### src/logic/nvm_ctl_pkg.sv
// package of constants for the nonvolatile program/erase control block
// assumes a single 100 MHz bus clock domain
package nvm_ctl_pkg;
    // clock and widths
    localparam int          MCLK_MHZ        = 100;
    localparam int          PRESCALE_W      = 10;
    localparam int          ROW_BYTES       = 64;
    localparam int          ROW_IDX_W       = 6;
    localparam int          DATA_W          = 8;
    // program control register field positions
    localparam int          PCTL_PULSE_BIT  = 0;
    localparam int          PCTL_LATCH_BIT  = 1;
    localparam int          PCTL_ERASE_BIT  = 2;
    localparam int          PCTL_AUTO_BIT   = 5;
    localparam int          PCTL_W          = 8;
    localparam logic [7:0]  PCTL_RESET      = 8'h00;
    // prescaler split: high register holds bits 9:8
    localparam int          DIVH_W          = 2;
    localparam int          DIVL_W          = 8;
    // fixed flash times in microseconds and in mclk cycles
    localparam int          FLASH_PROG_US   = 20;
    localparam int          FLASH_ERASE_US  = 100;
    localparam int          FLASH_PROG_CYC  = FLASH_PROG_US * MCLK_MHZ;
    localparam int          FLASH_ERASE_CYC = FLASH_ERASE_US * MCLK_MHZ;
    // byte array times in divided ticks
    localparam int          BYTE_PROG_TICKS = 10;
    localparam int          BYTE_ERASE_TICKS= 10;
    localparam int          AUTO_PROG_TICKS = 6;
    localparam int          AUTO_ERASE_TICKS= 6;
    localparam int          SEL_WRITES_MAX  = 8;
    localparam int          TICK_W          = 16;
endpackage

### src/logic/tick_divider.sv
// prescaler that turns oscillator edges into divided ticks
// assumes the oscillator input is already synchronous to mclk
`timescale 1ns/1ns
module tick_divider #(
    parameter int W = 10
) (
    input  wire logic         mclk,
    input  wire logic         sys_rst,
    input  wire logic         oscEdge,
    input  wire logic [W-1:0] divRatio,
    output logic              tick
);
    logic [W-1:0] cnt_r;

    // --------------------------------------------------------------
    // divide counter
    // --------------------------------------------------------------
    // count oscillator edges, tick every divRatio+1 of them
    always_ff @(posedge mclk) begin
        if (sys_rst) begin
            cnt_r <= '0;
            tick  <= 1'b0;
        end else begin
            tick <= 1'b0;
            if (oscEdge) begin
                if (cnt_r >= divRatio) begin
                    cnt_r <= '0;
                    tick  <= 1'b1;
                end else begin
                    cnt_r <= cnt_r + 1'b1;
                end
            end
        end
    end
endmodule // tick_divider

### src/logic/nvm_program_erase_control.sv
// flash row program, flash bulk erase and byte array program/erase timing
// assumes all inputs synchronous to mclk; shadow word stable at reset
//
// Notes on behaviour
// - flash programs one whole 64-byte row per operation
// - flash erase is bulk only, whole array
// - flash program and erase durations are fixed by hardware
// - byte array timebase is clocked from the external oscillator
// - 10-bit prescale split over high and low divider registers
// - divider registers reload from shadow word at every reset
// - auto-timing enable sits at bit 5 of program control
// - in auto mode hardware clears the program pulse bit when done
// - up to eight writes to one byte, then erase, count one cycle
// - stop exit needs no alignment with the interrupt clock
`timescale 1ns/1ns
module nvm_program_erase_control
    import nvm_ctl_pkg::*;
#(
    parameter int FLASH_PROG_CYCLES  = FLASH_PROG_CYC,
    parameter int FLASH_ERASE_CYCLES = FLASH_ERASE_CYC
) (
    input  wire logic                  mclk,
    input  wire logic                  sys_rst,
    input  wire logic                  external_oscillator_clock,
    input  wire logic [PRESCALE_W-1:0] shadowDivider,
    input  wire logic                  dividerWrHigh,
    input  wire logic                  dividerWrLow,
    input  wire logic [DATA_W-1:0]     dividerWrData,
    input  wire logic                  progCtlWr,
    input  wire logic [PCTL_W-1:0]     progCtlWrData,
    input  wire logic                  byteLatchWr,
    input  wire logic [DATA_W-1:0]     byteLatchData,
    input  wire logic                  flashRowWr,
    input  wire logic [ROW_IDX_W-1:0]  flashRowIdx,
    input  wire logic [DATA_W-1:0]     flashRowData,
    input  wire logic                  flashProgStart,
    input  wire logic                  flashEraseStart,
    input  wire logic                  stopReq,
    input  wire logic                  wakeReq,
    output logic [DIVH_W-1:0]          timebase_divider_high,
    output logic [DIVL_W-1:0]          timebase_divider_low,
    output logic [PCTL_W-1:0]          byte_memory_program_control,
    output logic                       flashBusy,
    output logic                       flashProgPulse,
    output logic                       flashErasePulse,
    output logic [ROW_BYTES*DATA_W-1:0] flashRowOut,
    output logic                       bytePulse,
    output logic [3:0]                 selectiveWrites,
    output logic                       cycleDone,
    output logic                       stopped
);
    typedef enum logic [2:0] {
        FL_IDLE  = 3'b001,
        FL_PROG  = 3'b010,
        FL_ERASE = 3'b100
    } flash_e;

    flash_e       flState_r;
    logic [TICK_W-1:0] flCnt_r;
    logic [TICK_W-1:0] byteTicks_r;
    logic [ROW_BYTES*DATA_W-1:0] rowBuf_r;
    logic         oscPrev_r;
    logic         oscEdge;
    logic         divTick;
    logic         pulseOn;
    logic         autoOn;
    logic         eraseSel;
    logic         doneNow;
    logic [TICK_W-1:0] needTicks;

    assign pulseOn  = byte_memory_program_control[PCTL_PULSE_BIT];
    assign autoOn   = byte_memory_program_control[PCTL_AUTO_BIT];
    assign eraseSel = byte_memory_program_control[PCTL_ERASE_BIT];

    // --------------------------------------------------------------
    // oscillator edge and divided timebase
    // --------------------------------------------------------------
    // edge taken from the oscillator, not the bus clock rate
    always_ff @(posedge mclk) begin
        if (sys_rst) begin
            oscPrev_r <= 1'b0;
        end else begin
            oscPrev_r <= external_oscillator_clock;
        end
    end
    assign oscEdge = external_oscillator_clock & ~oscPrev_r & ~stopped;

    tick_divider #(.W(PRESCALE_W)) u_div (
        .mclk     (mclk),
        .sys_rst  (sys_rst),
        .oscEdge  (oscEdge),
        .divRatio ({timebase_divider_high, timebase_divider_low}),
        .tick     (divTick)
    );

    // --------------------------------------------------------------
    // divider registers
    // --------------------------------------------------------------
    // volatile copy restored from the shadow word on each reset
    always_ff @(posedge mclk) begin
        if (sys_rst) begin
            timebase_divider_high <=
                shadowDivider[PRESCALE_W-1:DIVL_W];
            timebase_divider_low  <= shadowDivider[DIVL_W-1:0];
        end else begin
            if (dividerWrHigh)
                timebase_divider_high <= dividerWrData[DIVH_W-1:0];
            if (dividerWrLow)
                timebase_divider_low  <= dividerWrData;
        end
    end

    // --------------------------------------------------------------
    // byte array program control and timing
    // --------------------------------------------------------------
    always_comb begin
        if (autoOn)
            needTicks = eraseSel ? TICK_W'(AUTO_ERASE_TICKS)
                                 : TICK_W'(AUTO_PROG_TICKS);
        else
            needTicks = eraseSel ? TICK_W'(BYTE_ERASE_TICKS)
                                 : TICK_W'(BYTE_PROG_TICKS);
    end
    // equality, not >=: manual mode keeps counting past completion, so a
    // threshold test would report completion again on every later tick
    assign doneNow = pulseOn && divTick && (byteTicks_r == needTicks - 1'b1);

    // hardware clear of the pulse bit only in auto mode; a software
    // write in the same cycle loses, so completion is never missed
    always_ff @(posedge mclk) begin
        if (sys_rst) begin
            byte_memory_program_control <= PCTL_RESET;
        end else if (autoOn && doneNow) begin
            byte_memory_program_control[PCTL_PULSE_BIT] <= 1'b0;
        end else if (progCtlWr) begin
            byte_memory_program_control <= progCtlWrData;
        end
    end

    // tick counter; manual mode holds the pulse until software clears
    always_ff @(posedge mclk) begin
        if (sys_rst) begin
            byteTicks_r <= '0;
            bytePulse   <= 1'b0;
            cycleDone   <= 1'b0;
        end else begin
            bytePulse <= pulseOn && !stopped;
            cycleDone <= doneNow;
            if (!pulseOn)
                byteTicks_r <= '0;
            else if (divTick && byteTicks_r != '1)
                byteTicks_r <= byteTicks_r + 1'b1;
        end
    end

    // selective bit writes: program events counted until an erase
    always_ff @(posedge mclk) begin
        if (sys_rst) begin
            selectiveWrites <= '0;
        end else if (doneNow && eraseSel) begin
            selectiveWrites <= '0;
        end else if (doneNow && selectiveWrites < 4'(SEL_WRITES_MAX)) begin
            selectiveWrites <= selectiveWrites + 1'b1;
        end
    end

    // --------------------------------------------------------------
    // flash row buffer and fixed-time sequencer
    // --------------------------------------------------------------
    always_ff @(posedge mclk) begin
        if (sys_rst) begin
            rowBuf_r <= '0;
        end else if (flashRowWr && flState_r == FL_IDLE) begin
            rowBuf_r[flashRowIdx*DATA_W +: DATA_W] <= flashRowData;
        end
    end

    always_ff @(posedge mclk) begin
        if (sys_rst) begin
            flState_r       <= FL_IDLE;
            flCnt_r         <= '0;
            flashBusy       <= 1'b0;
            flashProgPulse  <= 1'b0;
            flashErasePulse <= 1'b0;
            flashRowOut     <= '0;
        end else begin
            case (flState_r)
                FL_IDLE: begin
                    flCnt_r <= '0;
                    if (flashEraseStart) begin
                        flState_r       <= FL_ERASE;
                        flashBusy       <= 1'b1;
                        flashErasePulse <= 1'b1;
                    end else if (flashProgStart) begin
                        flState_r      <= FL_PROG;
                        flashBusy      <= 1'b1;
                        flashProgPulse <= 1'b1;
                        flashRowOut    <= rowBuf_r;
                    end
                end
                FL_PROG: begin
                    flCnt_r <= flCnt_r + 1'b1;
                    if (flCnt_r == TICK_W'(FLASH_PROG_CYCLES - 1)) begin
                        flState_r      <= FL_IDLE;
                        flashBusy      <= 1'b0;
                        flashProgPulse <= 1'b0;
                    end
                end
                FL_ERASE: begin
                    flCnt_r <= flCnt_r + 1'b1;
                    if (flCnt_r == TICK_W'(FLASH_ERASE_CYCLES - 1)) begin
                        flState_r       <= FL_IDLE;
                        flashBusy       <= 1'b0;
                        flashErasePulse <= 1'b0;
                    end
                end
                default: begin
                    flState_r <= FL_IDLE;
                end
            endcase
        end
    end

    // --------------------------------------------------------------
    // stop state
    // --------------------------------------------------------------
    // wake is taken on any mclk edge, no interrupt-clock alignment
    always_ff @(posedge mclk) begin
        if (sys_rst) begin
            stopped <= 1'b0;
        end else if (wakeReq) begin
            stopped <= 1'b0;
        end else if (stopReq) begin
            stopped <= 1'b1;
        end
    end
endmodule // nvm_program_erase_control

### config.mk
export PLATFORM = sky130hd
export DESIGN_NAME = nvm_program_erase_control
export DESIGN_NICKNAME = d
export VERILOG_FILES = /design/src/logic/nvm_ctl_pkg.sv /design/src/logic/tick_divider.sv /design/src/logic/nvm_program_erase_control.sv
export SDC_FILE = /design/constraint.sdc
export NUM_CORES = 2
export LEC_CHECK = 0
export BUFFER_PORTS_ARGS = -buffer_cell sky130_fd_sc_hd__buf_2
export CAP_MARGIN = 10
export CORE_ASPECT_RATIO = 1.75
export CORE_MARGIN = 2
export CORE_UTILIZATION = 40
export CTS_CLUSTER_SIZE = 14
export DETAILED_ROUTE_END_ITERATION = 8
export GPL_ROUTABILITY_DRIVEN = 0
export GPL_TIMING_DRIVEN = 0
export PLACE_DENSITY = 0.69
export SLEW_MARGIN = 20
export SYNTH_ARGS = -nofsm -noshare
export SYNTH_HDL_FRONTEND = slang
export SYNTH_SLANG_ARGS = --single-unit
export TNS_END_PERCENT = 5
### constraint.sdc
create_clock -name mclk -period 7.2 [get_ports mclk]
set_input_delay 0.36 -clock mclk [delete_from_list [all_inputs] [get_ports mclk]]
set_output_delay 0.36 -clock mclk [all_outputs]
set_load 0.05 [all_outputs]
* Word level (Yosys, flattened, before mapping)
Cells that the tools add are included.
** Word-level totals
- Latch bits :: 0
- Memory bits (read-only) :: 0
- Bits in registers :: 1099
- Bits in writable memories :: 0
- Word-level logic and storage cells :: 100
- Output and inout bits :: 540
- Memories kept :: 0
- Input port bits :: 60
** Operators by class
- Equal/unequal tests :: 13
- Divide/modulo/power cells :: 0
- Multiplexer cells :: 23
- $add $sub $neg :: 6
- Bitwise gates (word level) :: 8
- Reductions and logical operators :: 27
- Order comparisons :: 2
- Multiply operators :: 0
- Shift-type cells :: 2
** Operator list (count)
- bitwise mux 512 bit :: 1
- variable shift 8 x 34 -> 512 bit (first input constant) :: 1
- variable part select 8 x 34 -> 512 bit :: 1
- negation 9 -> 34 bit :: 1
- adder 16 x 1 -> 16 bit (second input constant) :: 2
- one-hot mux 16 bit (2 select lines) :: 1
- == test 16 x 11 -> 1 bit (second input constant) :: 1
- == test 16 x 14 -> 1 bit (second input constant) :: 1
- == test 16 bit :: 1
- two-way mux 8 bit :: 2
- inequality test 16 bit (second input constant) :: 1
- subtractor 16 x 1 -> 16 bit (second input constant) :: 1
- two-way mux 3 bit :: 4
- OR reduction 2 bit :: 6
- adder 10 x 1 -> 10 bit (second input constant) :: 1
- >= comparator 10 bit :: 1
- two-way mux 10 bit :: 1
- inequality test 2 bit (second input constant) :: 5
- nonzero test 2 bit :: 5
- one-hot mux 3 bit (3 select lines) :: 1
- AND reduction 3 bit :: 3
- logical AND 1 bit :: 8
- AND reduction 4 bit :: 2
- two-way mux 1 bit :: 7
- 15 further kinds :: 23

* Depth between registers and ports, before layout
- Depth in word-level cells :: 7
- Mapped depth :: 13
- Mapped depth without buffers :: 8

* Modules after synthesis
A second synthesis with hierarchy kept.
** Unflattened totals
- Cells, all modules :: 4978
- Area total of the unflattened synthesis :: 41458.5 um^2
** Modules (own cells, without submodules)
- nvm_program_erase_control :: area each 40696.5 um^2, seq. area each 21881.0 um^2, cells an instance 4895, instances 1
- tick_divider :: area each 762.0 um^2, seq. area each 220.2 um^2, cells an instance 83, instances 1

* Worst setup path before layout
No wires, ideal clock.
- Kind :: input -> register
- Start :: in flashRowIdx[2]
- End :: reg rowBuf_r[131]
- Library setup time :: 74 ps
- Required time :: 7126 ps
- Setup slack :: 4121 ps
- Path buffers :: 5
- Arrival time :: 3005 ps
- Stages :: 13
- Path through :: buf_6 > or4_1 > buf_2 > nor2_1 > ha_1 > buf_1 > nand3b_1 > mux2_2 > o22a_1 > buf_6 > buf_12 > nor3_4 > mux2i_1
** Between the ends
- Longest elaborated chain between the ends :: 3
- Elaborated cells on any way between the ends :: 4
- Classes of those cells :: 1 x add/sub; 2 x shift; 1 x mux
** Ends and longest elaborated chain
- from (decl) :: RTL line nvm_program_erase_control.sv:34 : input wire logic [ROW_IDX_W-1:0] flashRowIdx,
- negation 9 -> 34 bit (*) :: RTL line nvm_program_erase_control.sv:174 : rowBuf_r[flashRowIdx*DATA_W +: DATA_W] <= flashRowData;
- variable part select 8 x 34 -> 512 bit / variable shift 8 x 34 -> 512 bit (equally long branches) :: RTL line nvm_program_erase_control.sv:174
- bitwise mux 512 bit (*) :: RTL line nvm_program_erase_control.sv:174
- to (signal, indexed assignment) :: RTL line nvm_program_erase_control.sv:174
- to (decl) :: RTL line nvm_program_erase_control.sv:61 : logic [ROW_BYTES*DATA_W-1:0] rowBuf_r;
Mark *: on every way between the ends. The rest lies on a longest branch, timed or not.
A chain may end at the register's enable or synchronous reset.

* Worst setup path in the final report
- Start :: in flashRowIdx[1]
- End :: reg rowBuf_r[467]
Same word-level chain as after synthesis.

==> results.md <==
## Floorplan
- **Die Area** 0.1079 mm²
- **I/O pin cnt** 600
- **Die Y-Extent** 433.1 µm
- **horizontal die dimension** 249.2 µm
- **Initial Utilization** 0.4028
- **placement row count** 157
- **CORE AREA** 0.1045 mm²

## Worst setup path
- **kind of end point of the critical path** flop
- **maximum fanout encountered on the critical timing path** 10
- **register-to-register path setup slack** 3.93 ns
- **number of buffer and inverter instances along the worst setup path** 4
- **Top Family by Delay on Critical Path** buffers and inverters
- **required time reported for the critical path endpoint** 7.85 ns
- **element type at the critical path start** input pin
- **CP Data Arrival Time** 4.53 ns
- **worst setup path category** input pin to flop
- **cell with the largest stage delay on the worst path** clkbuf_1
- **crit-path max cell delay** 0.95 ns
- **CP Cell Sequence** buf_2 -> or4_1 -> buf_2 -> nor2_1 -> ha_1 -> nor2b_1 -> mux2_2 -> clkbuf_1 -> clkbuf_1 -> nand3_1 -> mux2i_1

## Timing
- **setup clock skew after layout** 0.03579 ns
- **clock period minus worst slack** 3.881 ns
- **Slew Viols, Final** 0
- **relative max-transition margin** 0.1802
- **number of hold violations in the final report** 0
- **transition time at the pin with the least slew margin** 1.230 ns
- **setup repair after global routing missed its margin** no
- **highest clock frequency the design can meet** 0.2577 GHz
- **final setup violation count** 0
- **final worst hold slack** 0.06496 ns
- **Total Negative Setup Slacks** 0 ns
- **fin crit share** 0.5390

## Final layout
- **highest-count cells in the layout ignoring fill and taps** 1241 x nand2_1, 1089 x dfxtp_1, 652 x buf_2, 649 x a21oi_1, 352 x mux2i_1
- **commonest non-fill, non-tap cell in the layout** nand2_1
- **layout-stage area growth over the synthesis result** 19.74%
- **fraction of final layout cells with drive strength greater than 1** 0.1630
- **net total in the final layout** 5597

## Pwr
- **Internal Dissipation** 9.243 mW
- **Comb power frac** 0.070
- **share of total power in the clock network** 0.435
- **cell area power density** 245.2 mW/mm²
- **switching portion of total power** 0.2522
- **sequential share of power** 0.495
- **sw power** 3.117 mW
- **Static Leakage** 19.68 nW
- **maximum vdd ir drop** 0.1944 mV

## Route
- **remaining antenna violation count** 0
- **routed wire length per instance** 24.00 µm
- **iteration-0 DRC count of the detailed router** 3118
- **total number of vias** 37710
- **per-cell via count in the routed design** 5.428
- **total wire length** 166700 µm
- **number of remaining DRC errors** 0
- **number of iterations in the first detailed-routing pass** 8

## Synth
- **proportion of synthesized chip area in sequential cells** 0.5251
- **Mapped Cells** 4795
- **post-synthesis instance area** 0.04209 mm²
- **share of synthesized flip-flops with an asynchronous set or reset** 0
- **mean post-synth cell area** 8.778 µm²
- **synth warn** 0
- **Synth Net Count** 4872
- **count of distinct cell types in the synthesized netlist** 74
- **most used flip-flop cell after synthesis** dfxtp_1
- **synthesized flop and latch total** 1099
- **number of synthesized flops with an enable pin** 10

## Clock tree
- **clock slew seen by the registers of the worst setup and hold paths** 0.06 ns
- **Max Buffers Root-to-Sink** 3
- **H-Tree Level Count** 3
- **latest clock arrival within the worst-skew pair** 0.73 ns
- **hold buffers post-CTS** 35
- **quantity of gates resized following cts** 0
- **total CTS buffers** 99
- **setup bufs post-CTS** 0
- **root buffer cell** clkbuf_16
- **total clock sinks** 1099
- **clock tree from TritonCTS** done

## Global routing
- **maximum number of pins on one net before global-route repair** 15
- **global-route wire length before repair** 236300 µm
- **via count of the first global-routing pass** 35570
- **sum of overflow across all layers after global routing** 0
- **initial antenna violation count** 18
- **GRT Total Usage** 0.2979

## Placement
- **post-DP HPWL** 126800 µm
- **count of port buffers added during placement** 586

## Outcome
- **status** completed

## Run
- **Max-Cap Viols** 0

## Min path
- **Hold Path Class** input pin to flop

## final cells by class
type / instances / area [µm²]
antenna: 7 / 17.52
buffer: 339 / 1433
clock buffer: 144 / 2879
clock inverter: 25 / 341.6
fill: 10080 / 54110
inverter: 24 / 90.09
multi-input combinational: 3333 / 18530
sequential: 1099 / 22100
tap: 1351 / 1690
timing repair buffer: 624 / 3313
## kinds of logic (layout without fill, tap and decap cells)
family | after synthesis | after routing | synth area share
other | 0 | 7 | 0
adder cells (fa/ha/maj) | 17 | 17 | 0.005053
AO/OA/AOI/OAI | 793 | 793 | 0.1007
AND/OR/NAND/NOR | 2128 | 2128 | 0.2390
XOR/XNOR | 23 | 23 | 0.005143
flip-flops | 1099 | 1099 | 0.5251
buffers and inverters | 363 | 1156 | 0.03570
multiplexers | 372 | 372 | 0.08933
## registers in the layout, indices dropped and copies added, names as in the netlist, 2 cells and up
name,count
byteTicks_r,16
byte_memory_program_control,8
flCnt_r,16
flState_r,3
flashRowOut,512
rowBuf_r,512
selectiveWrites,4
timebase_divider_high,2
timebase_divider_low,8
u_div.cnt_r,10
## worst paths after layout
check                                     from                              to  depth (start not counted)
worst max-delay path            flashRowIdx[1]                   rowBuf_r[467]                         11
worst min-delay path                 progCtlWr  byte_memory_program_control[0]                          3
worst max register to register    flState_r[1]                flashRowOut[319]                          9
worst min register to register   rowBuf_r[351]                flashRowOut[351]                          2
## cells in the mapped netlist (11+ instances only)
library cell / number / share of area
mux2i_1: 354 / 0.084
nand3_1: 133 / 0.016
dfxtp_1: 1089 / 0.52
nand3b_1: 62 / 0.011
nand2b_1: 257 / 0.038
o21ai_0: 61 / 0.0073
mux2_2: 16 / 0.0043
nor2_1: 201 / 0.018
a211oi_1: 21 / 0.0037
and3_1: 42 / 0.0062
xor2_1: 13 / 0.0027
buf_2: 66 / 0.0078
inv_1: 24 / 0.0021
a21oi_1: 649 / 0.077
and2_1: 11 / 0.0016
nor2b_1: 23 / 0.0034
or3_1: 12 / 0.0018
a32o_1: 15 / 0.0036
clkbuf_1: 257 / 0.023
nand2_1: 1241 / 0.11
nor3_4: 30 / 0.012
ha_1: 17 / 0.0051
nand4_1: 43 / 0.0064
## power groups by stage
| stage | registers (mW) | logic [mW] | clock network [mW] |
|---|---|---|---|
| CTS | 6.12 | 0.836 | 5.44 |
| finish | 6.12 | 0.862 | 5.38 |
| floorplan | 6.29 | 0.439 | 0 |
| global route | 6.11 | 0.892 | 5.69 |
| global placement | 6.25 | 0.806 | 0 |
| detailed placement | 6.25 | 0.817 | 0 |
## through the flow
step	cells	setup slack, ns	power [mW]	util	instance area (µm²)
after floorplan	4795	4.121	6.731	-	42090
after global placement	6732	2.794	7.060	0.4470	46710
after detailed placement	6734	2.808	7.071	0.4478	46790
after CTS	6938	3.573	12.40	0.4819	50360
after global routing	6940	3.327	12.69	0.4821	50380
final	6946	3.319	12.36	0.4823	50400
## metal layers
metal / up-vias / part of all wire / routed length, µm / track usage
met1: 17900 / 0.36 / 59790 / 0.3280
met4: 16 / 0.076 / 12610 / 0.2015
met5: - / 0.00055 / 91 / 0
li1: 17460 / - / - / -
met2: 1837 / 0.47 / 78720 / 0.5065
met3: 489 / 0.093 / 15490 / 0.07463
## worst reg2reg max path, delay by kind of cell (launching register included)
| family | cells | cell delay [ns] |
|---|---|---|
| flip-flops | 1 | 0.31 |
| buffers and inverters | 5 | 1.78 |
| AO/OA/AOI/OAI | 1 | 0.13 |
| AND/OR/NAND/NOR | 3 | 0.96 |
No activity file was read; power rests on OpenSTA's default activity.
